**config.mk**
```make
export PLATFORM = sky130hd
export DESIGN_NAME = vsp_sync_core
export DESIGN_NICKNAME = d
export VERILOG_FILES = /design/src/vsp_pkg.sv /design/src/vsp_line_if.sv /design/src/vsp_line_filter.sv /design/src/vsp_sync_core.sv
export SDC_FILE = /design/constraint.sdc
export NUM_CORES = 1
export LEC_CHECK = 0
export ABC_CLOCK_PERIOD_IN_PS = 3600
export BUFFER_PORTS_ARGS = -buffer_cell sky130_fd_sc_hd__buf_2
export CAP_MARGIN = 20
export CORE_ASPECT_RATIO = 1.5
export CORE_MARGIN = 1
export CORE_UTILIZATION = 35
export DETAILED_ROUTE_END_ITERATION = 10
export HOLD_SLACK_MARGIN = 0.08
export PLACE_DENSITY = 0.6
export SLEW_MARGIN = 10
export SYNTH_ARGS = -nofsm -noshare
export SYNTH_HDL_FRONTEND = slang
export SYNTH_SLANG_ARGS = --single-unit
```
**constraint.sdc**
```tcl
create_clock -name pclk -period 3.6 [get_ports pclk]
set_input_delay 0.18 -clock pclk [delete_from_list [all_inputs] [get_ports pclk]]
set_output_delay 0.18 -clock pclk [all_outputs]
set_load 0.005 [all_outputs]
```
**src/vsp_pkg.sv**
```systemverilog
// Shared constants for the video sync processor
package vsp_pkg;
  localparam int ADDR_W = 12;
  localparam int IDX_W = 10;
  localparam int CLK_NS = 40;
  localparam int SEP_UNIT_NS = 200;
  localparam int SEP_UNIT_CYC = (SEP_UNIT_NS + CLK_NS - 1) / CLK_NS;
  localparam int WIN_UNIT_NS = 25;
  localparam int WIN_UNIT_CYC = (WIN_UNIT_NS + CLK_NS - 1) / CLK_NS;
  localparam int PHASE_STEPS = 32;
  localparam int PHASE_STEP_MDEG = 11250;

  localparam logic [IDX_W-1:0] IDX_SEP_THRESH = 10'h011;
  localparam logic [IDX_W-1:0] IDX_HS_CTL = 10'h012;
  localparam logic [IDX_W-1:0] IDX_VF_CTL = 10'h014;
  localparam logic [IDX_W-1:0] IDX_PRECOAST = 10'h016;
  localparam logic [IDX_W-1:0] IDX_POSTCOAST = 10'h017;
  localparam logic [IDX_W-1:0] IDX_COAST_CTL = 10'h018;
  localparam logic [IDX_W-1:0] IDX_SLICE_LVL = 10'h01d;
  localparam logic [IDX_W-1:0] IDX_SYNC_SEL = 10'h020;
  localparam logic [IDX_W-1:0] IDX_FILT_WIN = 10'h023;
  localparam logic [IDX_W-1:0] IDX_STATUS = 10'h025;
  localparam logic [IDX_W-1:0] IDX_LINE_TOTAL = 10'h026;
  localparam logic [IDX_W-1:0] IDX_PUMP = 10'h030;
  localparam logic [IDX_W-1:0] IDX_PHASE = 10'h031;
  localparam logic [IDX_W-1:0] IDX_DIVISOR = 10'h032;

  localparam int HS_POL_LSB = 4;
  localparam int COAST_POL_LSB = 5;
  localparam int COAST_EXT_BIT = 7;
  localparam int VF_EN_BIT = 2;
  localparam int CS_SLICER_BIT = 3;
  localparam int SLICE_LSB = 3;
  localparam int PLLREF_FILT_BIT = 2;
  localparam int PROC_REGEN_BIT = 1;
  localparam int EXTRA_BIT = 1;
  localparam logic [1:0] POL_ACTIVE_HIGH = 2'h1;

  localparam logic [7:0] RST_SEP_THRESH = 8'h20;
  localparam logic [7:0] RST_HS_CTL = 8'h10;
  localparam logic [7:0] RST_VF_CTL = 8'h04;
  localparam logic [7:0] RST_PRECOAST = 8'h02;
  localparam logic [7:0] RST_POSTCOAST = 8'h0a;
  localparam logic [7:0] RST_COAST_CTL = 8'h20;
  localparam logic [7:0] RST_SLICE_LVL = 8'h78;
  localparam logic [7:0] RST_SYNC_SEL = 8'h06;
  localparam logic [7:0] RST_FILT_WIN = 8'h0a;
  localparam logic [2:0] RST_PUMP = 3'h5;
  localparam logic [11:0] RST_DIVISOR = 12'h320;
  localparam logic [11:0] DIV_MIN = 12'h002;

  function automatic logic [10:0] pump_ua(input logic [2:0] code);
    case (code)
      3'h0: pump_ua = 11'd50;
      3'h1: pump_ua = 11'd100;
      3'h2: pump_ua = 11'd150;
      3'h3: pump_ua = 11'd250;
      3'h4: pump_ua = 11'd350;
      3'h5: pump_ua = 11'd500;
      3'h6: pump_ua = 11'd750;
      default: pump_ua = 11'd1500;
    endcase
  endfunction
endpackage

```
**src/vsp_line_if.sv**
```systemverilog
// Line sync signals between the core and the line filter
`timescale 1ns/1ps
interface vsp_line_if;
  logic raw_edge;
  logic [7:0] window;
  logic regen_edge;
  logic regen_level;
  logic filt_edge;
  logic extra;
  logic mid_line;
  logic first_half;
  modport filt (input raw_edge, window,
    output regen_edge, regen_level, filt_edge, extra, mid_line, first_half);
  modport core (output raw_edge, window,
    input regen_edge, regen_level, filt_edge, extra, mid_line, first_half);
endinterface

```
**src/vsp_line_filter.sv**
```systemverilog
// Line sync regenerator and windowed line sync filter
`timescale 1ns/1ps
module vsp_line_filter #(
  parameter int CNT_W = 16,
  parameter int REGEN_W = 8
) (
  input wire logic pclk,
  input wire logic presetn,
  vsp_line_if.filt lif
);
  import vsp_pkg::*;

  typedef struct packed {
    logic [CNT_W-1:0] cnt;
    logic [CNT_W-1:0] period;
    logic [7:0] pulse;
    logic regen_edge;
    logic filt_edge;
    logic extra;
    logic mid;
    logic first_half;
  } vsp_filt_state_type;

  vsp_filt_state_type st;
  vsp_filt_state_type nxt;
  logic [CNT_W-1:0] win;
  logic [CNT_W-1:0] half;
  logic [CNT_W-1:0] late;
  logic near;
  logic regen;

  always_comb begin
    nxt = st;
    win = CNT_W'(lif.window * WIN_UNIT_CYC);
    half = st.period >> 1;
    late = st.period + (st.period >> 3);
    // Window of +/- win around the predicted leading edge
    near = (({1'b0, st.cnt} + {1'b0, win}) >= {1'b0, st.period}) || (st.cnt <= win);
    regen = 1'b0;
    nxt.cnt = st.cnt + 1'b1;
    if (lif.raw_edge && (st.cnt >= half)) begin
      // Edges in the first half line are extraneous and ignored here
      regen = 1'b1;
      nxt.cnt = '0;
      if (!st.cnt[CNT_W-1]) begin
        nxt.period = st.cnt;
      end
    end else if (st.cnt >= late) begin
      // Missing edge: flywheel supplies the line
      regen = 1'b1;
      nxt.cnt = '0;
    end
    nxt.regen_edge = regen;
    nxt.filt_edge = lif.raw_edge && near;
    nxt.extra = lif.raw_edge && !near;
    if (regen) begin
      nxt.pulse = 8'(REGEN_W);
    end else if (st.pulse != 8'h00) begin
      nxt.pulse = st.pulse - 8'h01;
    end
    nxt.mid = (st.cnt == half);
    nxt.first_half = (st.cnt < half);
  end

  always_ff @(posedge pclk or negedge presetn) begin
    if (!presetn) begin
      st <= '0;
      st.period <= CNT_W'(1) << (CNT_W - 2);
    end else begin
      st <= nxt;
    end
  end

  assign lif.regen_edge = st.regen_edge;
  assign lif.regen_level = (st.pulse != 8'h00);
  assign lif.filt_edge = st.filt_edge;
  assign lif.extra = st.extra;
  assign lif.mid_line = st.mid;
  assign lif.first_half = st.first_half;
endmodule

```
**src/vsp_sync_core.sv**
```systemverilog
// Sync processing and clock generator control with APB registers
// Overview of operation
// - 3-bit code selects charge-pump current
// - 5-bit phase gives 32 steps of 11.25 degrees
// - Line sync output gets same phase shift
// - Phase works with external pixel clock too
// - Coast holds PLL frequency, reference ignored
// - Coast polarity field, value 1 active high
// - Line sync polarity field, value 1 active high
// - Internal coast timed from frame sync
// - Slicer compares green sync to trigger level
// - Separator source is slicer or line input
// - Separator rejects short pulses, passes long
// - Threshold is N times 200 ns
// - Separated frame sync delayed by threshold
// - Regenerator rebuilds line sync without setup
// - Filter window plus/minus x times 25 ns; code rounds the unit up to one 40 ns clock
// - Window repeats each line, outsiders discarded
// - Status flag reports extraneous pulses seen
// - Select filtered or raw PLL reference
// - Select regenerated or raw processing sync
// - Frame filter deglitches, avoids line edges, fields
// - Frame filter enable, needed for line count
// - Produce reference, field, syncs, count, sliced
// - Divisor 12 bits, 2 to 4095 only
// - Internal coast spans precoast and postcoast lines
//
// The APB slave port was decided locally.
`timescale 1ns/1ps
module vsp_sync_core #(
  parameter int CNT_W = 16,
  parameter int REGEN_W = 8
) (
  input wire logic pclk,
  input wire logic presetn,
  input wire logic psel,
  input wire logic penable,
  input wire logic pwrite,
  input wire logic [vsp_pkg::ADDR_W-1:0] paddr,
  input wire logic [31:0] pwdata,
  output logic [31:0] prdata,
  output logic pready,
  output logic pslverr,
  input wire logic [7:0] green_sync_input,
  input wire logic line_sync_input,
  input wire logic coast_input,
  input wire logic ext_clock_sel,
  output logic sliced_sync_output,
  output logic line_sync_output,
  output logic frame_sync_output,
  output logic field_odd,
  output logic pll_ref,
  output logic pll_coast,
  output logic pll_clock_select,
  output logic [11:0] pll_divisor,
  output logic pump_current_bit2,
  output logic pump_current_bit1,
  output logic pump_current_bit0,
  output logic [10:0] pump_current_ua,
  output logic [4:0] sample_phase,
  output logic [18:0] sample_phase_mdeg
);
  import vsp_pkg::*;

  typedef struct packed {
    logic [7:0] sep_thresh;
    logic [7:0] hs_ctl;
    logic [7:0] vf_ctl;
    logic [7:0] precoast;
    logic [7:0] postcoast;
    logic [7:0] coast_ctl;
    logic [7:0] slice_lvl;
    logic [7:0] sync_sel;
    logic [7:0] filt_win;
    logic extra_flag;
    logic [2:0] pump;
    logic [4:0] phase;
    logic [11:0] divisor;
    logic [31:0] prdata;
    logic slverr;
    logic [2:0] hs_s;
    logic [2:0] co_s;
    logic hs_st;
    logic co_st;
    logic [7:0] neg_peak;
    logic slice;
    logic cs_prev;
    logic [10:0] sep_cnt;
    logic vs_sep;
    logic vs_sep_prev;
    logic vs_cand;
    logic vs_filt;
    logic vs_late;
    logic odd;
    logic [11:0] line_cnt;
    logic [11:0] lines_total;
    logic coast;
    logic ref_pulse;
    logic [PHASE_STEPS-1:0] dly;
    logic [10:0] pump_ua_ff;
    logic [18:0] phase_mdeg;
  } vsp_core_state_type;

  vsp_core_state_type st;
  vsp_core_state_type nxt;
  vsp_line_if lif();

  logic [IDX_W-1:0] idx;
  logic wr;
  logic hs_act;
  logic co_act;
  logic cs;
  logic [8:0] slice_level;
  logic [10:0] thr_cyc;
  logic proc_lvl;
  logic proc_edge;
  logic coast_int;
  logic [11:0] pre_start;

  function automatic logic reg_mapped(input logic [ADDR_W-1:0] addr);
    logic [IDX_W-1:0] i;
    i = addr[ADDR_W-1:2];
    reg_mapped = (addr[1:0] == 2'h0) &&
      ((i == IDX_SEP_THRESH) || (i == IDX_HS_CTL) || (i == IDX_VF_CTL) ||
       (i == IDX_PRECOAST) || (i == IDX_POSTCOAST) || (i == IDX_COAST_CTL) ||
       (i == IDX_SLICE_LVL) || (i == IDX_SYNC_SEL) || (i == IDX_FILT_WIN) ||
       (i == IDX_STATUS) || (i == IDX_LINE_TOTAL) || (i == IDX_PUMP) ||
       (i == IDX_PHASE) || (i == IDX_DIVISOR));
  endfunction

  vsp_line_filter #(
    .CNT_W(CNT_W),
    .REGEN_W(REGEN_W)
  ) u_filter (
    .pclk(pclk),
    .presetn(presetn),
    .lif(lif.filt)
  );

  assign lif.raw_edge = cs && !st.cs_prev;
  assign lif.window = st.filt_win;

  always_comb begin
    nxt = st;
    idx = paddr[ADDR_W-1:2];
    // Pins settle once the second and third stages agree
    nxt.hs_s = {st.hs_s[1:0], line_sync_input};
    nxt.co_s = {st.co_s[1:0], coast_input};
    if (st.hs_s[1] == st.hs_s[2]) begin
      nxt.hs_st = st.hs_s[2];
    end
    if (st.co_s[1] == st.co_s[2]) begin
      nxt.co_st = st.co_s[2];
    end
    hs_act = (st.hs_ctl[HS_POL_LSB+:2] == POL_ACTIVE_HIGH) ? st.hs_st : !st.hs_st;
    co_act = (st.coast_ctl[COAST_POL_LSB+:2] == POL_ACTIVE_HIGH) ? st.co_st : !st.co_st;

    // Slicer: negative peak clamp plus trigger level; the peak leaks up once a line
    slice_level = {1'b0, st.neg_peak} + {4'h0, st.slice_lvl[SLICE_LSB+:5]};
    if (green_sync_input < st.neg_peak) begin
      nxt.neg_peak = green_sync_input;
    end else if (lif.regen_edge && (st.neg_peak != 8'hff)) begin
      nxt.neg_peak = st.neg_peak + 8'h01;
    end
    nxt.slice = ({1'b0, green_sync_input} <= slice_level);
    cs = st.vf_ctl[CS_SLICER_BIT] ? st.slice : hs_act;
    nxt.cs_prev = cs;

    // Separator counts the active composite width against the threshold
    thr_cyc = 11'(st.sep_thresh * SEP_UNIT_CYC);
    if (cs) begin
      if (st.sep_cnt != 11'h7ff) begin
        nxt.sep_cnt = st.sep_cnt + 11'h001;
      end
      nxt.vs_sep = (st.sep_cnt >= thr_cyc);
    end else begin
      nxt.sep_cnt = 11'h000;
      nxt.vs_sep = 1'b0;
    end
    nxt.vs_sep_prev = st.vs_sep;

    // Frame filter: changes only at mid line, after two agreeing samples
    if (st.vf_ctl[VF_EN_BIT]) begin
      if (st.vs_sep && !st.vs_sep_prev) begin
        nxt.vs_late = !lif.first_half;
      end
      if (lif.mid_line) begin
        nxt.vs_cand = st.vs_sep;
        if (st.vs_cand == st.vs_sep) begin
          nxt.vs_filt = st.vs_sep;
          if (st.vs_sep && !st.vs_filt) begin
            nxt.odd = st.vs_late;
          end
        end
      end
    end else begin
      nxt.vs_filt = st.vs_sep;
      nxt.vs_cand = st.vs_sep;
    end

    proc_lvl = st.sync_sel[PROC_REGEN_BIT] ? lif.regen_level : cs;
    proc_edge = st.sync_sel[PROC_REGEN_BIT] ? lif.regen_edge : lif.raw_edge;
    nxt.dly = {st.dly[PHASE_STEPS-2:0], proc_lvl};

    // Line count per frame is only exact with the frame filter enabled
    if (nxt.vs_filt && !st.vs_filt) begin
      nxt.lines_total = st.line_cnt;
      nxt.line_cnt = 12'h000;
    end else if (proc_edge && (st.line_cnt != 12'hfff)) begin
      nxt.line_cnt = st.line_cnt + 12'h001;
    end

    pre_start = st.lines_total - {4'h0, st.precoast};
    coast_int = ((st.lines_total > {4'h0, st.precoast}) && (st.line_cnt >= pre_start)) ||
      (st.line_cnt < {4'h0, st.postcoast});
    nxt.coast = st.coast_ctl[COAST_EXT_BIT] ? co_act : coast_int;
    if (nxt.coast) begin
      nxt.ref_pulse = 1'b0;
    end else if (st.sync_sel[PLLREF_FILT_BIT]) begin
      nxt.ref_pulse = lif.filt_edge;
    end else begin
      nxt.ref_pulse = lif.raw_edge;
    end

    nxt.pump_ua_ff = pump_ua(st.pump);
    nxt.phase_mdeg = 19'(st.phase * PHASE_STEP_MDEG);

    // Read data is fetched in the setup phase
    if (psel && !penable) begin
      nxt.slverr = !reg_mapped(paddr);
      nxt.prdata = 32'h0000_0000;
      if (idx == IDX_SEP_THRESH) begin
        nxt.prdata[7:0] = st.sep_thresh;
      end else if (idx == IDX_HS_CTL) begin
        nxt.prdata[7:0] = st.hs_ctl;
      end else if (idx == IDX_VF_CTL) begin
        nxt.prdata[7:0] = st.vf_ctl;
      end else if (idx == IDX_PRECOAST) begin
        nxt.prdata[7:0] = st.precoast;
      end else if (idx == IDX_POSTCOAST) begin
        nxt.prdata[7:0] = st.postcoast;
      end else if (idx == IDX_COAST_CTL) begin
        nxt.prdata[7:0] = st.coast_ctl;
      end else if (idx == IDX_SLICE_LVL) begin
        nxt.prdata[7:0] = st.slice_lvl;
      end else if (idx == IDX_SYNC_SEL) begin
        nxt.prdata[7:0] = st.sync_sel;
      end else if (idx == IDX_FILT_WIN) begin
        nxt.prdata[7:0] = st.filt_win;
      end else if (idx == IDX_STATUS) begin
        nxt.prdata[EXTRA_BIT] = st.extra_flag;
      end else if (idx == IDX_LINE_TOTAL) begin
        nxt.prdata[11:0] = st.lines_total;
      end else if (idx == IDX_PUMP) begin
        nxt.prdata[2:0] = st.pump;
      end else if (idx == IDX_PHASE) begin
        nxt.prdata[4:0] = st.phase;
      end else if (idx == IDX_DIVISOR) begin
        nxt.prdata[11:0] = st.divisor;
      end
    end

    wr = psel && penable && pwrite && !st.slverr;
    if (wr) begin
      if (idx == IDX_SEP_THRESH) begin
        nxt.sep_thresh = pwdata[7:0];
      end else if (idx == IDX_HS_CTL) begin
        nxt.hs_ctl = pwdata[7:0];
      end else if (idx == IDX_VF_CTL) begin
        nxt.vf_ctl = pwdata[7:0];
      end else if (idx == IDX_PRECOAST) begin
        nxt.precoast = pwdata[7:0];
      end else if (idx == IDX_POSTCOAST) begin
        nxt.postcoast = pwdata[7:0];
      end else if (idx == IDX_COAST_CTL) begin
        nxt.coast_ctl = pwdata[7:0];
      end else if (idx == IDX_SLICE_LVL) begin
        nxt.slice_lvl = pwdata[7:0];
      end else if (idx == IDX_SYNC_SEL) begin
        nxt.sync_sel = pwdata[7:0];
      end else if (idx == IDX_FILT_WIN) begin
        nxt.filt_win = pwdata[7:0];
      end else if (idx == IDX_STATUS) begin
        if (pwdata[EXTRA_BIT]) begin
          nxt.extra_flag = 1'b0;
        end
      end else if (idx == IDX_PUMP) begin
        nxt.pump = pwdata[2:0];
      end else if (idx == IDX_PHASE) begin
        nxt.phase = pwdata[4:0];
      end else if (idx == IDX_DIVISOR) begin
        // Divisors below the minimum are ignored
        if (pwdata[11:0] >= DIV_MIN) begin
          nxt.divisor = pwdata[11:0];
        end
      end
    end
    // A new extraneous pulse wins over a clear in the same cycle
    if (lif.extra) begin
      nxt.extra_flag = 1'b1;
    end
  end

  always_ff @(posedge pclk or negedge presetn) begin
    if (!presetn) begin
      st <= '0;
      st.sep_thresh <= RST_SEP_THRESH;
      st.hs_ctl <= RST_HS_CTL;
      st.vf_ctl <= RST_VF_CTL;
      st.precoast <= RST_PRECOAST;
      st.postcoast <= RST_POSTCOAST;
      st.coast_ctl <= RST_COAST_CTL;
      st.slice_lvl <= RST_SLICE_LVL;
      st.sync_sel <= RST_SYNC_SEL;
      st.filt_win <= RST_FILT_WIN;
      st.pump <= RST_PUMP;
      st.divisor <= RST_DIVISOR;
      st.neg_peak <= 8'hff;
    end else begin
      st <= nxt;
    end
  end

  assign pready = psel && penable;
  assign pslverr = psel && penable && st.slverr;
  assign prdata = st.prdata;
  assign sliced_sync_output = st.slice;
  assign line_sync_output = st.dly[st.phase];
  assign frame_sync_output = st.vs_filt;
  assign field_odd = st.odd;
  assign pll_ref = st.ref_pulse;
  assign pll_coast = st.coast;
  assign pll_clock_select = ext_clock_sel;
  assign pll_divisor = st.divisor;
  assign pump_current_bit2 = st.pump[2];
  assign pump_current_bit1 = st.pump[1];
  assign pump_current_bit0 = st.pump[0];
  assign pump_current_ua = st.pump_ua_ff;
  assign sample_phase = st.phase;
  assign sample_phase_mdeg = st.phase_mdeg;
endmodule

```
==> metrics <==
drt wl/cell 18.7 microns; clk_lat worst skew 0.56 ns; critical path capture point type flop; P&R area growth vs syn 16.7%; drt pass-1 iters 7; IO Count 151; Slew headroom 32.0%; GRT Overall Usage 19.0%; Pwr Density 361 nW/um^2; final hold violations 0; mapped cell area 17,500 sq um; final instance area 20,400 sq um; Std-Cell Rows 100; drt first-iter violations 735; Antenna Cells 0; DIE HEIGHT 276 microns; Buffers on Ports 106; RSZ-0062 raised after global routing true; drt total wl 47,900 microns; main flop type after synthesis dfrtp_1; max-cap violations 0; Synth async-reset ratio 100%; clk slew on worst S/H paths 0.07 ns; DRC 0; die area 50,900 sq um; run status complete, no violations; CTS root buf clkbuf_16; DR vias/cell 5.26; CTS tree done; CTS max path bufs 3; number of routed nets with antenna violations 0; Num CTS Buffers 27; CP Launch Type flop; gr ovfl total 0; Fin Hold WS 0.147 ns; wl on met1 18,600 microns; Met2 Wirelength 25,000 microns; initial core utilization 35.4%; post-placement cell area 18,800 sq um; Detailed Place HPWL 36,000 microns; mean post-synth cell area 10.1 sq um; kind of critical path reg2reg; total number of vias 13.5k; H-tree levels 1; clk sink count 271; Critical Path AT 3.97 ns; top sig layer met5; fmax 284 MHz; Post-synth EDFFs 0; final net count 2,129; initial antenna violation count 1; Routed met3 length 2080 microns; Clock Skew 0.0275 ns; Max VDD drop 0.336 mV; Tightest Pin Transition 0.995 ns; Final Max Slew Viols 0; warnings from Yosys 0; number of synthesized register bits 271; Final min period 3.52 ns; post-synth cell types 84; vias in the first global route 13.9k; largest net degree at the start of global routing 89; R2R Setup Slk 0.08 ns; Final setup viols 0; sequential area share after synthesis 39.0%; Leak 9.80 nW; core outline area 49,400 sq um; Final Cycle Share 97.7%; worst path required time 4.05 ns; first-pass GRT wire length 75,600 microns; layout cells sized above 1 25.3%; RePlAce Congestion 0.945; die width 184 microns; Mapped Cells 1,730; crit-path max FO 6; Min-Delay Path Class in2reg
-- worst max-delay path, cell delays in order (launching register included) --
cell,delay (ns)
dfrtp_1,0.39
buf_6,0.13
ha_4,0.27
buf_4,0.13
nand3_2,0.08
o22ai_2,0.21
a41oi_2,0.20
a21oi_2,0.23
buf_4,0.14
a21oi_2,0.06
nor2b_1,0.11
o2111ai_1,0.13
ha_1,0.37
nand4_1,0.13
a2111oi_2,0.28
a21oi_2,0.12
buf_6,0.15
clkbuf_16,0.16
nor3b_2,0.14
-- final timing paths --
kind | startpoint | to | cells after the start
setup / recovery | u_filter.half[2] | u_filter.st[29] | 18
hold / removal | penable | prdata[8] | 5
setup reg to reg | u_filter.half[2] | u_filter.st[29] | 18
hold reg to reg | nxt[121] | nxt[122] | 0
max in group asynchronous | presetn | st[108] | 3
min in group asynchronous | presetn | nxt[118] | 2
-- registers in the layout (all words and copies together), names as in the netlist --
register and cells:
st 118, nxt 36, u_filter.st 25, sample_phase_mdeg 18, u_filter.half 14, pll_divisor 12
prdata 12, pump_current_ua 10, lif.window 8, sample_phase 5, field_odd 1, frame_sync_output 1
pll_coast 1, pll_ref 1, pump_current_bit0 1, pump_current_bit1 1, pump_current_bit2 1, sliced_sync_output 1
u_filter.lif.extra 1, u_filter.lif.filt_edge 1, u_filter.lif.first_half 1, u_filter.lif.mid_line 1, u_filter.lif.regen_edge 1
-- through the flow --
step / power, mW / util (%) / instances / setup WS [ns] / TNS, ns
2_1_floorplan: 4.18 / - / 1751 / 0.000411 / 0
3_3_place_gp: 4.53 / 38.0 / 2469 / -0.298 / -2.49
3_5_place_dp: 4.57 / 38.0 / 2470 / -0.442 / -3.60
4_1_cts: 7.45 / 40.6 / 2549 / 0.00771 / 0
5_1_grt: 7.72 / 41.3 / 2559 / -0.105 / -1.60
6_report: 7.36 / 41.3 / 2559 / 0.0831 / 0
-- metal layers --
metal,up-vias,GRT usage [%]
li1,6337,-
met1,6628,21.3
met2,373,35.3
met3,119,2.40
met4,2,9.06
met5,-,0
-- cells in the mapped netlist, drive strengths merged, types with 41 or more instances --
master / instances / share of area, %
nor2: 121 / 2.6
nand3: 41 / 1.2
buf: 91 / 3.9
o21ai: 92 / 2.6
dfrtp: 242 / 35
mux2: 109 / 7.2
ha: 176 / 13
a21oi: 91 / 2.6
nand2: 117 / 2.5
xnor2: 66 / 3.3
inv: 114 / 2.4
clkbuf: 42 / 0.90
-- power by group --
part	switching [mW]	total, mW	internal [mW]
combinational	0.602	1.11	0.508
clock	1.23	2.82	1.58
sequential	0.197	3.43	3.24
total	2.03	7.36	5.33
-- cells in the final DEF, fill, tap and decap left out, types with 15 or more instances in the layout --
cell	count
dlygate4sd3_1	24
mux2_2	102
nor3_1	26
xor2_1	30
fa_1	15
nor2b_1	21
inv_1	109
ha_1	169
nor2_1	118
o21ai_0	79
a21oi_2	16
a21o_1	25
xnor2_1	64
nand2_1	114
conb_1	22
dfrtp_1	240
nand3_1	39
buf_4	89
a21oi_1	73
dfstp_2	29
buf_2	105
nand4_1	25
o22ai_1	18
nand2b_1	21
clkbuf_16	28
-- kinds of logic after synthesis --
logic type      share of synthesized area, %
simple gates                            13.0
compound gates                          12.3
flops                                   39.0
buf+inv                                 7.24
fa+ha+maj                               14.7
mux                                     9.03
xor+xnor                                4.81
other cells                           0.0214
-- final cells by class --
class,instances,area (sq um)
Tap cell,663,830
Fill cell,4707,29000
Timing Repair Buffer,229,1620
Clock buffer,42,792
Multi-Input combinational cell,1233,9840
Sequential cell,271,6820
Inverter,114,428
Clock inverter,7,73.8
-- timing repair --
item	in CTS	in global routing
pin swaps	9	47
endpoints found under the setup margin	32	32
hold buffers	24	0
endpoints found under the hold margin	100	0
setup buffers	5	9
gates resized for setup	28	55
cloned	1	1
(Power assumes the default switching activity.)
